<file path="src/hw/tsp_defines.svh">
// constants for the thermistor scan and over-temperature protection block
`ifndef TSP_DEFINES_SVH
`define TSP_DEFINES_SVH

// bus widths
`define TSP_ADDR_W          8
`define TSP_DATA_W          32

// timebase and timing figures
`define TSP_CLK_HZ          20000000
`define TSP_CYC_PER_US      (`TSP_CLK_HZ / 1000000)
`define TSP_SCAN_ON_US      5000
`define TSP_SCAN_PERIOD_US  640000
`define TSP_SETTLE_US       1000

// number of cells served
`define TSP_NUM_CELLS       7

// register offsets
`define TSP_REG_CTRL        8'h00
`define TSP_REG_AOSEL       8'h04
`define TSP_REG_BAL         8'h08
`define TSP_REG_STAT        8'h0c
`define TSP_REG_IRQ_STAT    8'h10
`define TSP_REG_IRQ_MASK    8'h14

// control register fields
`define TSP_CTRL_CHG        0
`define TSP_CTRL_DSG        1
`define TSP_CTRL_ASD        2
`define TSP_CTRL_FORCE      3
`define TSP_CTRL_IDIS       4
`define TSP_CTRL_XDIS       5
`define TSP_CTRL_RST        6'h00

// interrupt status fields
`define TSP_IRQ_IOT         0
`define TSP_IRQ_XOT         1

// analog output select codes
`define TSP_AO_CELL1        4'h1
`define TSP_AO_EXT          4'h8
`define TSP_AO_INT          4'h9
`define TSP_AO_RST          4'h0

`endif

</file>
<file path="src/hw/tsp_pkg.sv">
// types shared by the thermistor scan and over-temperature protection block
`include "tsp_defines.svh"
package tsp_pkg;
  typedef logic [`TSP_ADDR_W-1:0] tsp_addr_t;
  typedef logic [`TSP_DATA_W-1:0] tsp_word_t;
  typedef logic [3:0]             tsp_aosel_t;
endpackage

</file>
<file path="src/hw/tsp_overtemp_protect.sv">
// thermistor bias scan, over-temperature shutdown, analog select and balance switches
//
// Chosen here: the strobed register port and the placing of the registers.
`timescale 1ns/1ps
`include "tsp_defines.svh"

module tsp_overtemp_protect #(
  parameter int NCELL           = `TSP_NUM_CELLS,
  parameter int SCAN_ON_CYC     = `TSP_SCAN_ON_US * `TSP_CYC_PER_US,
  parameter int SCAN_PERIOD_CYC = `TSP_SCAN_PERIOD_US * `TSP_CYC_PER_US,
  parameter int SETTLE_CYC      = `TSP_SETTLE_US * `TSP_CYC_PER_US
) (
  // clock and reset
  input  wire logic               clk_i,
  input  wire logic               rstn_i,
  // register port
  input  wire tsp_pkg::tsp_addr_t addr_i,
  input  wire tsp_pkg::tsp_word_t wdata_i,
  input  wire logic               wr_i,
  input  wire logic               rd_i,
  output tsp_pkg::tsp_word_t      rdata_o,
  // temperature comparators, asynchronous
  input  wire logic               ext_temp_low_i,
  input  wire logic               ext_temp_recover_i,
  input  wire logic               int_temp_over_i,
  input  wire logic               int_temp_recover_i,
  // overcurrent flags from the current monitor
  input  wire logic               charge_overcurrent_flag_i,
  input  wire logic               discharge_overcurrent_flag_i,
  input  wire logic               short_circuit_flag_i,
  // thermistor bias and analog routing
  output logic                    thermistor_bias_out_o,
  output logic [NCELL-1:0]        route_cell_o,
  output logic                    route_ext_temp_o,
  output logic                    route_int_temp_o,
  // power switches and balancing
  output logic                    charge_switch_ctrl_o,
  output logic                    discharge_switch_ctrl_o,
  output logic [NCELL-1:0]        balance_sw_o,
  // flags and interrupt
  output logic                    internal_overtemp_flag_o,
  output logic                    external_overtemp_flag_o,
  output logic                    irq_o
);
  import tsp_pkg::*;

  localparam int SPW = $clog2(SCAN_PERIOD_CYC);
  localparam int STW = $clog2(SETTLE_CYC + 1);

  // comparator synchronisers: stage one feeds stage two only
  logic [3:0] sync_a;
  logic [3:0] sync_b;
  always_ff @(posedge clk_i) begin
    if (!rstn_i) begin
      sync_a <= 4'h0;
      sync_b <= 4'h0;
    end else begin
      sync_a <= {int_temp_recover_i, int_temp_over_i, ext_temp_recover_i, ext_temp_low_i};
      sync_b <= sync_a;
    end
  end

  wire ext_low_s     = sync_b[0];
  wire ext_recover_s = sync_b[1];
  wire int_over_s    = sync_b[2];
  wire int_recover_s = sync_b[3];

  // software-visible state, plus the scan counter and settle timer
  logic [5:0]       ctrl;
  tsp_aosel_t       aosel;
  logic [NCELL-1:0] bal;
  logic [1:0]       irq_st;
  logic [1:0]       irq_mask;
  logic [SPW-1:0]   scan_cnt;
  logic [STW-1:0]   settle_cnt;
  logic             int_sd;
  logic             ext_sd;

  // address decode
  wire sel_ctrl  = addr_i == `TSP_REG_CTRL;
  wire sel_aosel = addr_i == `TSP_REG_AOSEL;
  wire sel_bal   = addr_i == `TSP_REG_BAL;
  wire sel_stat  = addr_i == `TSP_REG_STAT;
  wire sel_ist   = addr_i == `TSP_REG_IRQ_STAT;
  wire sel_imask = addr_i == `TSP_REG_IRQ_MASK;

  wire ctrl_asd   = ctrl[`TSP_CTRL_ASD];
  wire ctrl_force = ctrl[`TSP_CTRL_FORCE];
  wire ctrl_idis  = ctrl[`TSP_CTRL_IDIS];
  wire ctrl_xdis  = ctrl[`TSP_CTRL_XDIS];

  // periodic scan counter runs freely so the window phase never drifts
  wire            scan_wrap     = scan_cnt == SPW'(SCAN_PERIOD_CYC - 1);
  wire [SPW-1:0]  next_scan_cnt = scan_wrap ? '0 : scan_cnt + SPW'(1);
  wire            scan_win      = !ctrl_asd && (scan_cnt < SPW'(SCAN_ON_CYC));

  // bias request sources are or-ed, so no source can cut another short
  wire host_ext  = aosel == `TSP_AO_EXT;
  wire oc_any    = charge_overcurrent_flag_i | discharge_overcurrent_flag_i
                 | short_circuit_flag_i;
  wire next_bias = ctrl_force | host_ext | scan_win | oc_any;

  // settle timer: the comparator is only trusted once the divider has settled
  wire            settled        = settle_cnt == STW'(SETTLE_CYC);
  wire [STW-1:0]  next_settle    = !thermistor_bias_out_o ? '0 :
                                   settled ? settle_cnt : settle_cnt + STW'(1);
  wire            ext_fail       = settled && ext_low_s;
  wire            ext_ok         = settled && ext_recover_s;

  // shutdown latches, released only by the recovery comparators
  wire next_int_sd = int_sd ? !int_recover_s : (int_over_s && !ctrl_idis);
  wire next_ext_sd = ext_sd ? !ext_ok : (ext_fail && !ctrl_xdis);
  wire shutdown    = int_sd | ext_sd;
  wire next_shut   = next_int_sd | next_ext_sd;

  // control writes; switch bits are refused during shutdown and cleared on entry
  wire       ctrl_wr = wr_i && sel_ctrl;
  wire       sw_wr   = ctrl_wr && !shutdown;
  wire       next_chg = next_shut ? 1'b0 :
                        sw_wr ? wdata_i[`TSP_CTRL_CHG] : ctrl[`TSP_CTRL_CHG];
  wire       next_dsg = next_shut ? 1'b0 :
                        sw_wr ? wdata_i[`TSP_CTRL_DSG] : ctrl[`TSP_CTRL_DSG];
  wire [3:0] next_cfg = ctrl_wr ? wdata_i[5:2] : ctrl[5:2];
  wire [5:0] next_ctrl = {next_cfg, next_dsg, next_chg};

  // balance register: one bit per cell, frozen while shut down
  wire                   bal_wr   = wr_i && sel_bal && !shutdown;
  wire [NCELL-1:0]       next_bal = bal_wr ? wdata_i[NCELL-1:0] : bal;

  // analog select stays writable in shutdown so monitoring goes on
  wire        aosel_wr   = wr_i && sel_aosel;
  tsp_aosel_t next_aosel;
  assign next_aosel = aosel_wr ? wdata_i[3:0] : aosel;

  // select decode; codes outside the table route nothing
  wire [NCELL-1:0] cell_hit;
  genvar k;
  generate
    for (k = 0; k < NCELL; k++) begin : g_cell
      assign cell_hit[k] = aosel == (`TSP_AO_CELL1 + 4'(k));
    end
  endgenerate
  wire int_hit = aosel == `TSP_AO_INT;

  // sticky interrupt flags, write one to clear; a new event beats the clear
  wire       ist_wr      = wr_i && sel_ist;
  wire [1:0] ist_clr     = ist_wr ? wdata_i[1:0] : 2'h0;
  wire [1:0] ist_set     = {ext_fail, int_over_s};
  wire [1:0] next_irq_st = (irq_st & ~ist_clr) | ist_set;
  wire [1:0] next_mask   = (wr_i && sel_imask) ? wdata_i[1:0] : irq_mask;

  // read mux; unmapped addresses read zero
  wire [31:0] stat_word = {27'h0, settled, thermistor_bias_out_o, shutdown, ext_sd, int_sd};
  wire [31:0] rd_word   = sel_ctrl  ? {26'h0, ctrl} :
                          sel_aosel ? {28'h0, aosel} :
                          sel_bal   ? 32'(bal) :
                          sel_stat  ? stat_word :
                          sel_ist   ? {30'h0, irq_st} :
                          sel_imask ? {30'h0, irq_mask} : 32'h0;

  // state registers
  always_ff @(posedge clk_i) begin
    if (!rstn_i) begin
      ctrl       <= `TSP_CTRL_RST;
      aosel      <= `TSP_AO_RST;
      bal        <= '0;
      irq_st     <= 2'h0;
      irq_mask   <= 2'h0;
      scan_cnt   <= '0;
      settle_cnt <= '0;
      int_sd     <= 1'b0;
      ext_sd     <= 1'b0;
    end else begin
      ctrl       <= next_ctrl;
      aosel      <= next_aosel;
      bal        <= next_bal;
      irq_st     <= next_irq_st;
      irq_mask   <= next_mask;
      scan_cnt   <= next_scan_cnt;
      settle_cnt <= next_settle;
      int_sd     <= next_int_sd;
      ext_sd     <= next_ext_sd;
    end
  end

  // switch, balance, flag and irq outputs are registered from next-state values so they line up with the state; bias and routes lag a cycle
  always_ff @(posedge clk_i) begin
    if (!rstn_i) begin
      thermistor_bias_out_o    <= 1'b0;
      route_cell_o             <= '0;
      route_ext_temp_o         <= 1'b0;
      route_int_temp_o         <= 1'b0;
      charge_switch_ctrl_o     <= 1'b0;
      discharge_switch_ctrl_o  <= 1'b0;
      balance_sw_o             <= '0;
      internal_overtemp_flag_o <= 1'b0;
      external_overtemp_flag_o <= 1'b0;
      irq_o                    <= 1'b0;
      rdata_o                  <= '0;
    end else begin
      thermistor_bias_out_o    <= next_bias;
      route_cell_o             <= cell_hit;
      route_ext_temp_o         <= host_ext;
      route_int_temp_o         <= int_hit;
      charge_switch_ctrl_o     <= next_chg;
      discharge_switch_ctrl_o  <= next_dsg;
      balance_sw_o             <= next_shut ? '0 : next_bal;
      internal_overtemp_flag_o <= next_irq_st[`TSP_IRQ_IOT];
      external_overtemp_flag_o <= next_irq_st[`TSP_IRQ_XOT];
      irq_o                    <= |(next_irq_st & next_mask);
      rdata_o                  <= rd_i ? rd_word : '0;
    end
  end

  // checks kept beside the logic they guard
  // checked cycle by cycle, since setting the disable bit may cut a window short
  a_scan_window: assert property (@(posedge clk_i) disable iff (!rstn_i)
    !ctrl_asd && scan_cnt < SPW'(SCAN_ON_CYC) |=> thermistor_bias_out_o)
    else $error("auto scan window did not raise bias");

  a_scan_off: assert property (@(posedge clk_i) disable iff (!rstn_i)
    !ctrl_force && !host_ext && !oc_any && scan_cnt >= SPW'(SCAN_ON_CYC) |=> !thermistor_bias_out_o)
    else $error("bias on outside the scan window");

  a_scan_disable: assert property (@(posedge clk_i) disable iff (!rstn_i)
    ctrl_asd && !ctrl_force && !host_ext && !oc_any |=> !thermistor_bias_out_o)
    else $error("bias on with scan disabled and no other source");

  a_settle_wait: assert property (@(posedge clk_i) disable iff (!rstn_i)
    $rose(thermistor_bias_out_o) |-> !ext_fail [*2])
    else $error("comparator sampled before settle time");

  a_ext_flag: assert property (@(posedge clk_i) disable iff (!rstn_i)
    ext_fail |=> external_overtemp_flag_o)
    else $error("external fail did not set flag");

  a_host_bias: assert property (@(posedge clk_i) disable iff (!rstn_i)
    host_ext |=> thermistor_bias_out_o && route_ext_temp_o)
    else $error("external select lost bias or route");

  a_force_bias: assert property (@(posedge clk_i) disable iff (!rstn_i)
    ctrl_force |=> thermistor_bias_out_o)
    else $error("force-on did not hold bias");

  a_wake_bias: assert property (@(posedge clk_i) disable iff (!rstn_i)
    oc_any |=> thermistor_bias_out_o)
    else $error("overcurrent flag did not raise bias");

  a_shut_fets: assert property (@(posedge clk_i) disable iff (!rstn_i)
    shutdown |-> !charge_switch_ctrl_o && !discharge_switch_ctrl_o
                 && !ctrl[`TSP_CTRL_CHG] && !ctrl[`TSP_CTRL_DSG])
    else $error("switch on during shutdown");

  a_shut_bal: assert property (@(posedge clk_i) disable iff (!rstn_i)
    shutdown |-> balance_sw_o == '0)
    else $error("balancing active during shutdown");

  a_write_ignore: assert property (@(posedge clk_i) disable iff (!rstn_i)
    shutdown && wr_i && sel_bal |=> bal == $past(bal))
    else $error("balance write accepted during shutdown");

  a_int_disable: assert property (@(posedge clk_i) disable iff (!rstn_i)
    !int_sd && ctrl_idis |=> !int_sd)
    else $error("internal shutdown despite disable");

  a_ext_disable: assert property (@(posedge clk_i) disable iff (!rstn_i)
    !ext_sd && ctrl_xdis |=> !ext_sd)
    else $error("external shutdown despite disable");

  a_bal_follow: assert property (@(posedge clk_i) disable iff (!rstn_i)
    bal_wr && !next_shut |=> balance_sw_o == NCELL'($past(wdata_i)))
    else $error("balance switches do not follow write");

  a_unused_code: assert property (@(posedge clk_i) disable iff (!rstn_i)
    cell_hit == '0 && !host_ext && !int_hit
    |=> route_cell_o == '0 && !route_ext_temp_o && !route_int_temp_o)
    else $error("unused select code routed something");

  // shutdown entry, flags and interrupt
  a_int_entry: assert property (@(posedge clk_i) disable iff (!rstn_i)
    !int_sd && int_over_s && !ctrl_idis |=> int_sd)
    else $error("internal over-temperature did not shut down");

  a_ext_entry: assert property (@(posedge clk_i) disable iff (!rstn_i)
    !ext_sd && ext_fail && !ctrl_xdis |=> ext_sd)
    else $error("external over-temperature did not shut down");

  a_int_flag: assert property (@(posedge clk_i) disable iff (!rstn_i)
    int_over_s |=> internal_overtemp_flag_o)
    else $error("internal over-temperature did not set flag");

  a_flag_sticky: assert property (@(posedge clk_i) disable iff (!rstn_i)
    irq_st[`TSP_IRQ_IOT] && !ist_clr[`TSP_IRQ_IOT] |=> internal_overtemp_flag_o)
    else $error("internal flag lost without a clear");

  a_irq_level: assert property (@(posedge clk_i) disable iff (!rstn_i)
    irq_o |-> |(irq_st & irq_mask))
    else $error("interrupt high with no unmasked flag");

  // a latched shutdown only lets go on the recovery comparator
  a_int_hold: assert property (@(posedge clk_i) disable iff (!rstn_i)
    int_sd && !int_recover_s |=> int_sd)
    else $error("internal shutdown released early");

  a_ext_hold: assert property (@(posedge clk_i) disable iff (!rstn_i)
    ext_sd && !ext_ok |=> ext_sd)
    else $error("external shutdown released early");

  // host writes during shutdown
  a_chg_ignore: assert property (@(posedge clk_i) disable iff (!rstn_i)
    shutdown && ctrl_wr |=> !ctrl[`TSP_CTRL_CHG] && !ctrl[`TSP_CTRL_DSG])
    else $error("switch bit write accepted during shutdown");

  a_aosel_live: assert property (@(posedge clk_i) disable iff (!rstn_i)
    aosel_wr |=> aosel == 4'($past(wdata_i)))
    else $error("analog select write not taken");

  // routing of the select codes
  a_cell_route: assert property (@(posedge clk_i) disable iff (!rstn_i)
    aosel == `TSP_AO_CELL1 |=> route_cell_o[0])
    else $error("first cell not routed");

  a_route_int: assert property (@(posedge clk_i) disable iff (!rstn_i)
    aosel == `TSP_AO_INT |=> route_int_temp_o && !route_ext_temp_o)
    else $error("internal temperature not routed");

endmodule

</file>
<file path="config.mk">
export PLATFORM = sky130hd
export DESIGN_NAME = tsp_overtemp_protect
export DESIGN_NICKNAME = d
export VERILOG_FILES = /design/src/hw/tsp_pkg.sv /design/src/hw/tsp_overtemp_protect.sv
export VERILOG_INCLUDE_DIRS = /design/src /design/src/hw
export SDC_FILE = /design/constraint.sdc
export NUM_CORES = 1
export LEC_CHECK = 0
export BUFFER_PORTS_ARGS = -buffer_cell sky130_fd_sc_hd__buf_2
export CAP_MARGIN = 20
export CORE_ASPECT_RATIO = 0.7
export CORE_MARGIN = 5
export CORE_UTILIZATION = 52
export DETAILED_ROUTE_END_ITERATION = 8
export PLACE_DENSITY = 0.87
export SKIP_CTS_REPAIR_TIMING = 1
export SLEW_MARGIN = 0
export SYNTH_ARGS = -nofsm -noshare
export SYNTH_HDL_FRONTEND = slang
export SYNTH_SLANG_ARGS = --single-unit
export TNS_END_PERCENT = 50
</file>
<file path="constraint.sdc">
create_clock -name clk_i -period 2.55 [get_ports clk_i]
set_input_delay 0.51 -clock clk_i [delete_from_list [all_inputs] [get_ports clk_i]]
set_output_delay 0.51 -clock clk_i [all_outputs]
set_load 0.02 [all_outputs]
</file>
# After elaboration in Yosys (flattened, before gate mapping)
# Cells that the tools add are included.
[totals]
reg_bits = 124
input_bits = 51
output_inout_bits = 54
elab_cells = 98
[op_classes]
n_addsub = 2
magnitude_cmp = 1
eq_ne = 16
n_mux = 15
n_bitwise = 13
n_reduce_logical = 26
[ops]
columns = ["cell", "n"]
rows = [
  ["adder 24 x 1 -> 24 bit, second input constant", 1],
  ["== test 24 bit, second input constant", 1],
  ["< comparator 24 x 17 -> 1 bit, second input constant", 1],
  ["== test 4 x 3 -> 1 bit, second input constant", 4],
  ["== test 8 x 4 -> 1 bit, second input constant", 2],
  ["== test 8 x 5 -> 1 bit, second input constant", 2],
  ["adder 15 x 1 -> 15 bit, second input constant", 1],
  ["== test 15 bit, second input constant", 1],
  ["2-to-1 mux 7 bit", 2],
  ["logical AND 1 bit", 12],
  ["2-to-1 mux 6 bit", 2],
  ["== test 4 x 2 -> 1 bit, second input constant", 2],
  ["== test 4 bit, second input constant", 2],
  ["== test 8 x 3 -> 1 bit, second input constant", 1],
  ["zero test 8 bit", 1],
  ["2-to-1 mux 2 bit", 4],
  ["OR 1 bit", 7],
  ["OR reduction 7 bit", 1],
  ["zero test 1 bit", 6],
  ["2-to-1 mux 1 bit", 6],
  ["OR reduction 2 bit", 3],
  ["2-to-1 mux 5 bit", 1],
  ["bitwise AND 2 bit", 2],
  ["== test 4 x 1 -> 1 bit, second input constant", 1],
  ["other kinds (5)", 7],
]

# Depth between registers and ports, before layout
[depth]
ltp_word = 8
mapped_depth = 7
ltp_nobuf = 7

# Least setup slack after synthesis
# OpenSTA, ideal clock, no wires.
[synth_timing]
kind = "input -> register"
startpoint = "input addr_i[2]"
endpoint = "register balance_sw_o[5]"
arrival_ns = 1.793
required_ns = 2.431
setup_slack_ns = 0.637
stages = 5
n_path_buf = 0
path_cell_list = "or4_1 > nor2_2 > nand4_4 > mux2i_1 > nor2_1"
[synth_via]
elab_chain_cells = 4
[synth_rtl]
columns = ["element", "line", "rtl"]
rows = [
  ["start: declaration", "tsp_overtemp_protect.sv:17", "input wire tsp_pkg::tsp_addr_t addr_i,"],
  ["== test 8 x 4 -> 1 bit (no source line)", "--", ""],
  ["logical AND 1 bit (2 in series)", "tsp_overtemp_protect.sv:127", "wire bal_wr = wr_i && sel_bal && !shutdown;"],
  ["2-to-1 mux 7 bit", "tsp_overtemp_protect.sv:128", "wire [NCELL-1:0] next_bal = bal_wr ? wdata_i[NCELL-1:0] : bal;"],
  ["end signal: assignment", "tsp_overtemp_protect.sv:207", "balance_sw_o <= next_shut ? '0 : next_bal;"],
  ["end: declaration", "tsp_overtemp_protect.sv:39", "output logic [NCELL-1:0] balance_sw_o,"],
]
# No other way between the ends.
# A chain may end at the register's enable or synchronous reset.

# Final worst setup path
[layout_timing]
startpoint = "register settle_cnt[0]"
endpoint = "register balance_sw_o[3]"
[layout_via]
elab_chain_cells = 6
elab_cells_between_ends = 8
cone_classes = "eq/ne: 1; mux: 1; bitwise: 1; reduce/logical: 5"
[layout_rtl]
columns = ["element", "line", "rtl"]
rows = [
  ["start: declaration", "tsp_overtemp_protect.sv:75", "logic [STW-1:0] settle_cnt;"],
  ["start signal: assignment", "tsp_overtemp_protect.sv:180", "settle_cnt <= next_settle;"],
  ["== test 15 bit (*)", "tsp_overtemp_protect.sv:104", "wire settled = settle_cnt == STW'(SETTLE_CYC);"],
  ["logical AND 1 bit, on equally long branches", "tsp_overtemp_protect.sv:107, tsp_overtemp_protect.sv:108", ""],
  ["logical AND 1 bit / zero test 1 bit (equally long branches)", "tsp_overtemp_protect.sv:112", "wire next_ext_sd = ext_sd ? !ext_ok : (ext_fail && !ctrl_xdis);"],
  ["2-to-1 mux 1 bit (*)", "tsp_overtemp_protect.sv:112", ""],
  ["OR 1 bit (*)", "tsp_overtemp_protect.sv:114", "wire next_shut = next_int_sd | next_ext_sd;"],
  ["OR reduction 2 bit (no source line) (*)", "--", ""],
]
# Every way passes the cells marked *; elsewhere a longest branch is shown, timed or not.

==> results.toml <==
[grt]
track_usage_pct = 18.58
first_global_vias = 3015
global_route.overflow_total = 0
grt_first_pass_wirelength_um = 14360
grt_antenna_before_repair = 0
largest_net_degree_at_the_start_of_global_routing = 26

[timing]
slew_viol_final = 0
timing_worst_slew_pin_value_ps = 710.0
max_freq_ghz = 0.4595
timing.final.crit_share_pct = 85.35
final_hold_viol_count = 0
fin_worst_skew_ps = 12.89
rsz0062_at_grt = "no"
final.min_clock_period_ps = 2176
worst_hold_slack_ps = 350.7
slew-limit-headroom_pct = 52.23
totalNegativeSetupSlack_ps = 0
finalSetupViolations = 0

[detailed_routing]
antenna_left = 0
via_per_inst = 5.303
dr.first_iter.drc_count = 207
wl_per_cell_um = 14.44
detailedRoute.firstPassIterationCount = 5
drc_errors = 0
via_count = 3134
routed_wl_um = 8536

[worst_hold_path]
hold_path.class = "in -> reg"
worst_min_delay_path_startpoint = "int_temp_recover_i"

[critical_path]
cp_cell_sequence = "inv_1 > ha_1 > and4bb_2 > nand4b_1 > or4b_4 > nand4_2 > nor2_1"
worstPathRequired_ps = 2800
critical_path_peak_fanout = 9
worst_setup_path_start_kind = "flip-flop"
cpLargestDelayFamily = "simple AND/OR/NAND/NOR gates"
crit_start = "settle_cnt[0]$_SDFFE_PN0P_"
critical-path-slowest-cell = "sky130_fd_sc_hd__or4b_4"
reg2reg_from = "settle_cnt[0]$_SDFFE_PN0P_"
crit_path_end_kind = "flip-flop"
cp.buffers_inverters = 1
setup.worst_path.class = "reg -> reg"
critical-path-max-stage-delay_ps = 640
critPathArrivalTime_ps = 2420

[clock_tree]
cts.reportedPaths.clkPinSlew_ps = 90
cts_tree = "yes"
clock-root-buffer = "sky130_fd_sc_hd__clkbuf_8"
clock_insertion_delay_worst_skew_ps = 370
cts_max_path_buffers = 2
tritoncts.num_buffers = 9
cts_sinks = 95
cts-htree-levels = 3

[yosys]
seq_area_frac_synth_pct = 47.65
async_reset_ff_share_pct = 0
cell_area_after_technology_mapping_um2 = 3991
total_of_flip_flops_plus_latches_after_synthesis = 95
syn-mean-instance-area_um2 = 9.218
synth-main-ff-cell = "sky130_fd_sc_hd__dfxtp_1"
yosysUniqueCellTypes = 50
synth_edf_count = 0
post_synth_inst_count = 433
yosysWarnings = 0

[die]
ioPinCount = 105
die_y_um = 83.30
core.rowCount = 26
floorplan.initialDensity_pct = 54.05
die_area_um2 = 9556
placeableCoreArea_um2 = 7385
die_w_um = 114.7

[layout]
n_antenna_cell = 0
drive_gt1_share_pct = 17.85
final_common_cell = "sky130_fd_sc_hd__dfxtp_1"
nets = 542
final_cell_mix = "sky130_fd_sc_hd__dfxtp_1, sky130_fd_sc_hd__nor2_1, sky130_fd_sc_hd__buf_2, sky130_fd_sc_hd__conb_1, sky130_fd_sc_hd__nand2_1"
layout-area-overhead-vs-synth_pct = 11.25

[placement]
hpwl_um = 6288
port_buffers = 54
place.gp.congestion = 0.9177

[job]
cap_viol_max_count = 0

[power_and_ir_drop]
ir_worst_vdd_mv = 0.6017
leakage_nw = 1.923
power.density_cell_area_nw_per_um2 = 582.9

[status]
status = "completed"
[metal layers]
layer	up-vias	GRT usage [%]	part of all wire (%)
met5	-	0	0
met4	0	5.330	1.0
met3	9	8.140	11
met2	135	27.95	45
met1	1447	24.13	43
li1	1543	-	-
[per-stage QoR]
step / util, % / power (mW) / setup WS (ps) / instance area [um2] / cells
3_3_place_gp: 57.64 / 1.690 / 329.7 / 4257 / 575
4_1_cts: 60.13 / 2.601 / 338.0 / 4441 / 591
2_1_floorplan: - / 1.675 / 637.5 / 4081 / 457
3_5_place_dp: 57.64 / 1.694 / 273.3 / 4257 / 575
5_1_grt: 60.13 / 2.694 / 227.4 / 4441 / 591
6_report: 60.13 / 2.588 / 373.7 / 4441 / 591
[synth_stat cells, drive strengths merged, types with 4 or more instances]
| master | number | share of area [%] |
|---|---|---|
| a21oi | 13 | 1.6 |
| and2 | 9 | 1.4 |
| and3 | 5 | 0.78 |
| buf | 27 | 5.3 |
| clkbuf | 12 | 1.1 |
| dfxtp | 95 | 48 |
| inv | 13 | 1.2 |
| mux2i | 22 | 5.5 |
| nand2 | 23 | 2.2 |
| nand3 | 20 | 2.8 |
| nand4 | 13 | 2.6 |
| nor2 | 78 | 7.4 |
| nor3 | 11 | 1.5 |
| nor4 | 9 | 1.6 |
| o21ai | 9 | 1.1 |
| or3 | 6 | 0.94 |
| or4 | 4 | 0.75 |
| xnor2 | 10 | 2.2 |
| xor2 | 20 | 4.4 |
[cells by family after synthesis]
| group | Yosys count | share of synthesized area, % |
|---|---|---|
| compound gates | 35 | 5.800 |
| mux | 23 | 6.081 |
| xor+xnor | 30 | 6.583 |
| other cells | 1 | 0.09395 |
| buf+inv | 52 | 7.617 |
| flops | 95 | 47.65 |
| simple gates | 194 | 25.24 |
| fa+ha+maj | 3 | 0.9405 |
[flip-flops by register name, indices dropped and copies added (netlist names), 2 cells and up]
register      cells
sync_b            4
balance_sw_o      7
aosel             4
route_cell_o      7
irq_st            2
scan_cnt         24
sync_a            4
bal               7
settle_cnt       15
rdata_o           7
ctrl              6
irq_mask          2
[final cells by class]
| type | count | area, um2 |
|---|---|---|
| clock buffer | 12 | 155.1 |
| clock inverter | 4 | 28.78 |
| fill | 599 | 2944 |
| inverter | 13 | 48.80 |
| multi-input combinational | 310 | 1876 |
| sequential | 95 | 1902 |
| tap | 98 | 122.6 |
| timing repair buffer | 59 | 307.8 |
[worst paths after layout]
kind,slack [ps],endpoint,cells after the start
setup / recovery,370,balance_sw_o[3]$_SDFF_PP0_,7
setup reg to reg,370,balance_sw_o[3]$_SDFF_PP0_,7
hold / removal,350,sync_a[3]$_SDFF_PN0_,2
hold reg to reg,440,sync_b[3]$_SDFF_PN0_,1
[where the power goes]
group,switching [mW],leakage [nW],internal [mW]
clock network,0.516,0.0890,0.410
registers,0.0117,0.768,1.50
logic,0.107,1.07,0.0453
Power figures use the tool's default switching activity.
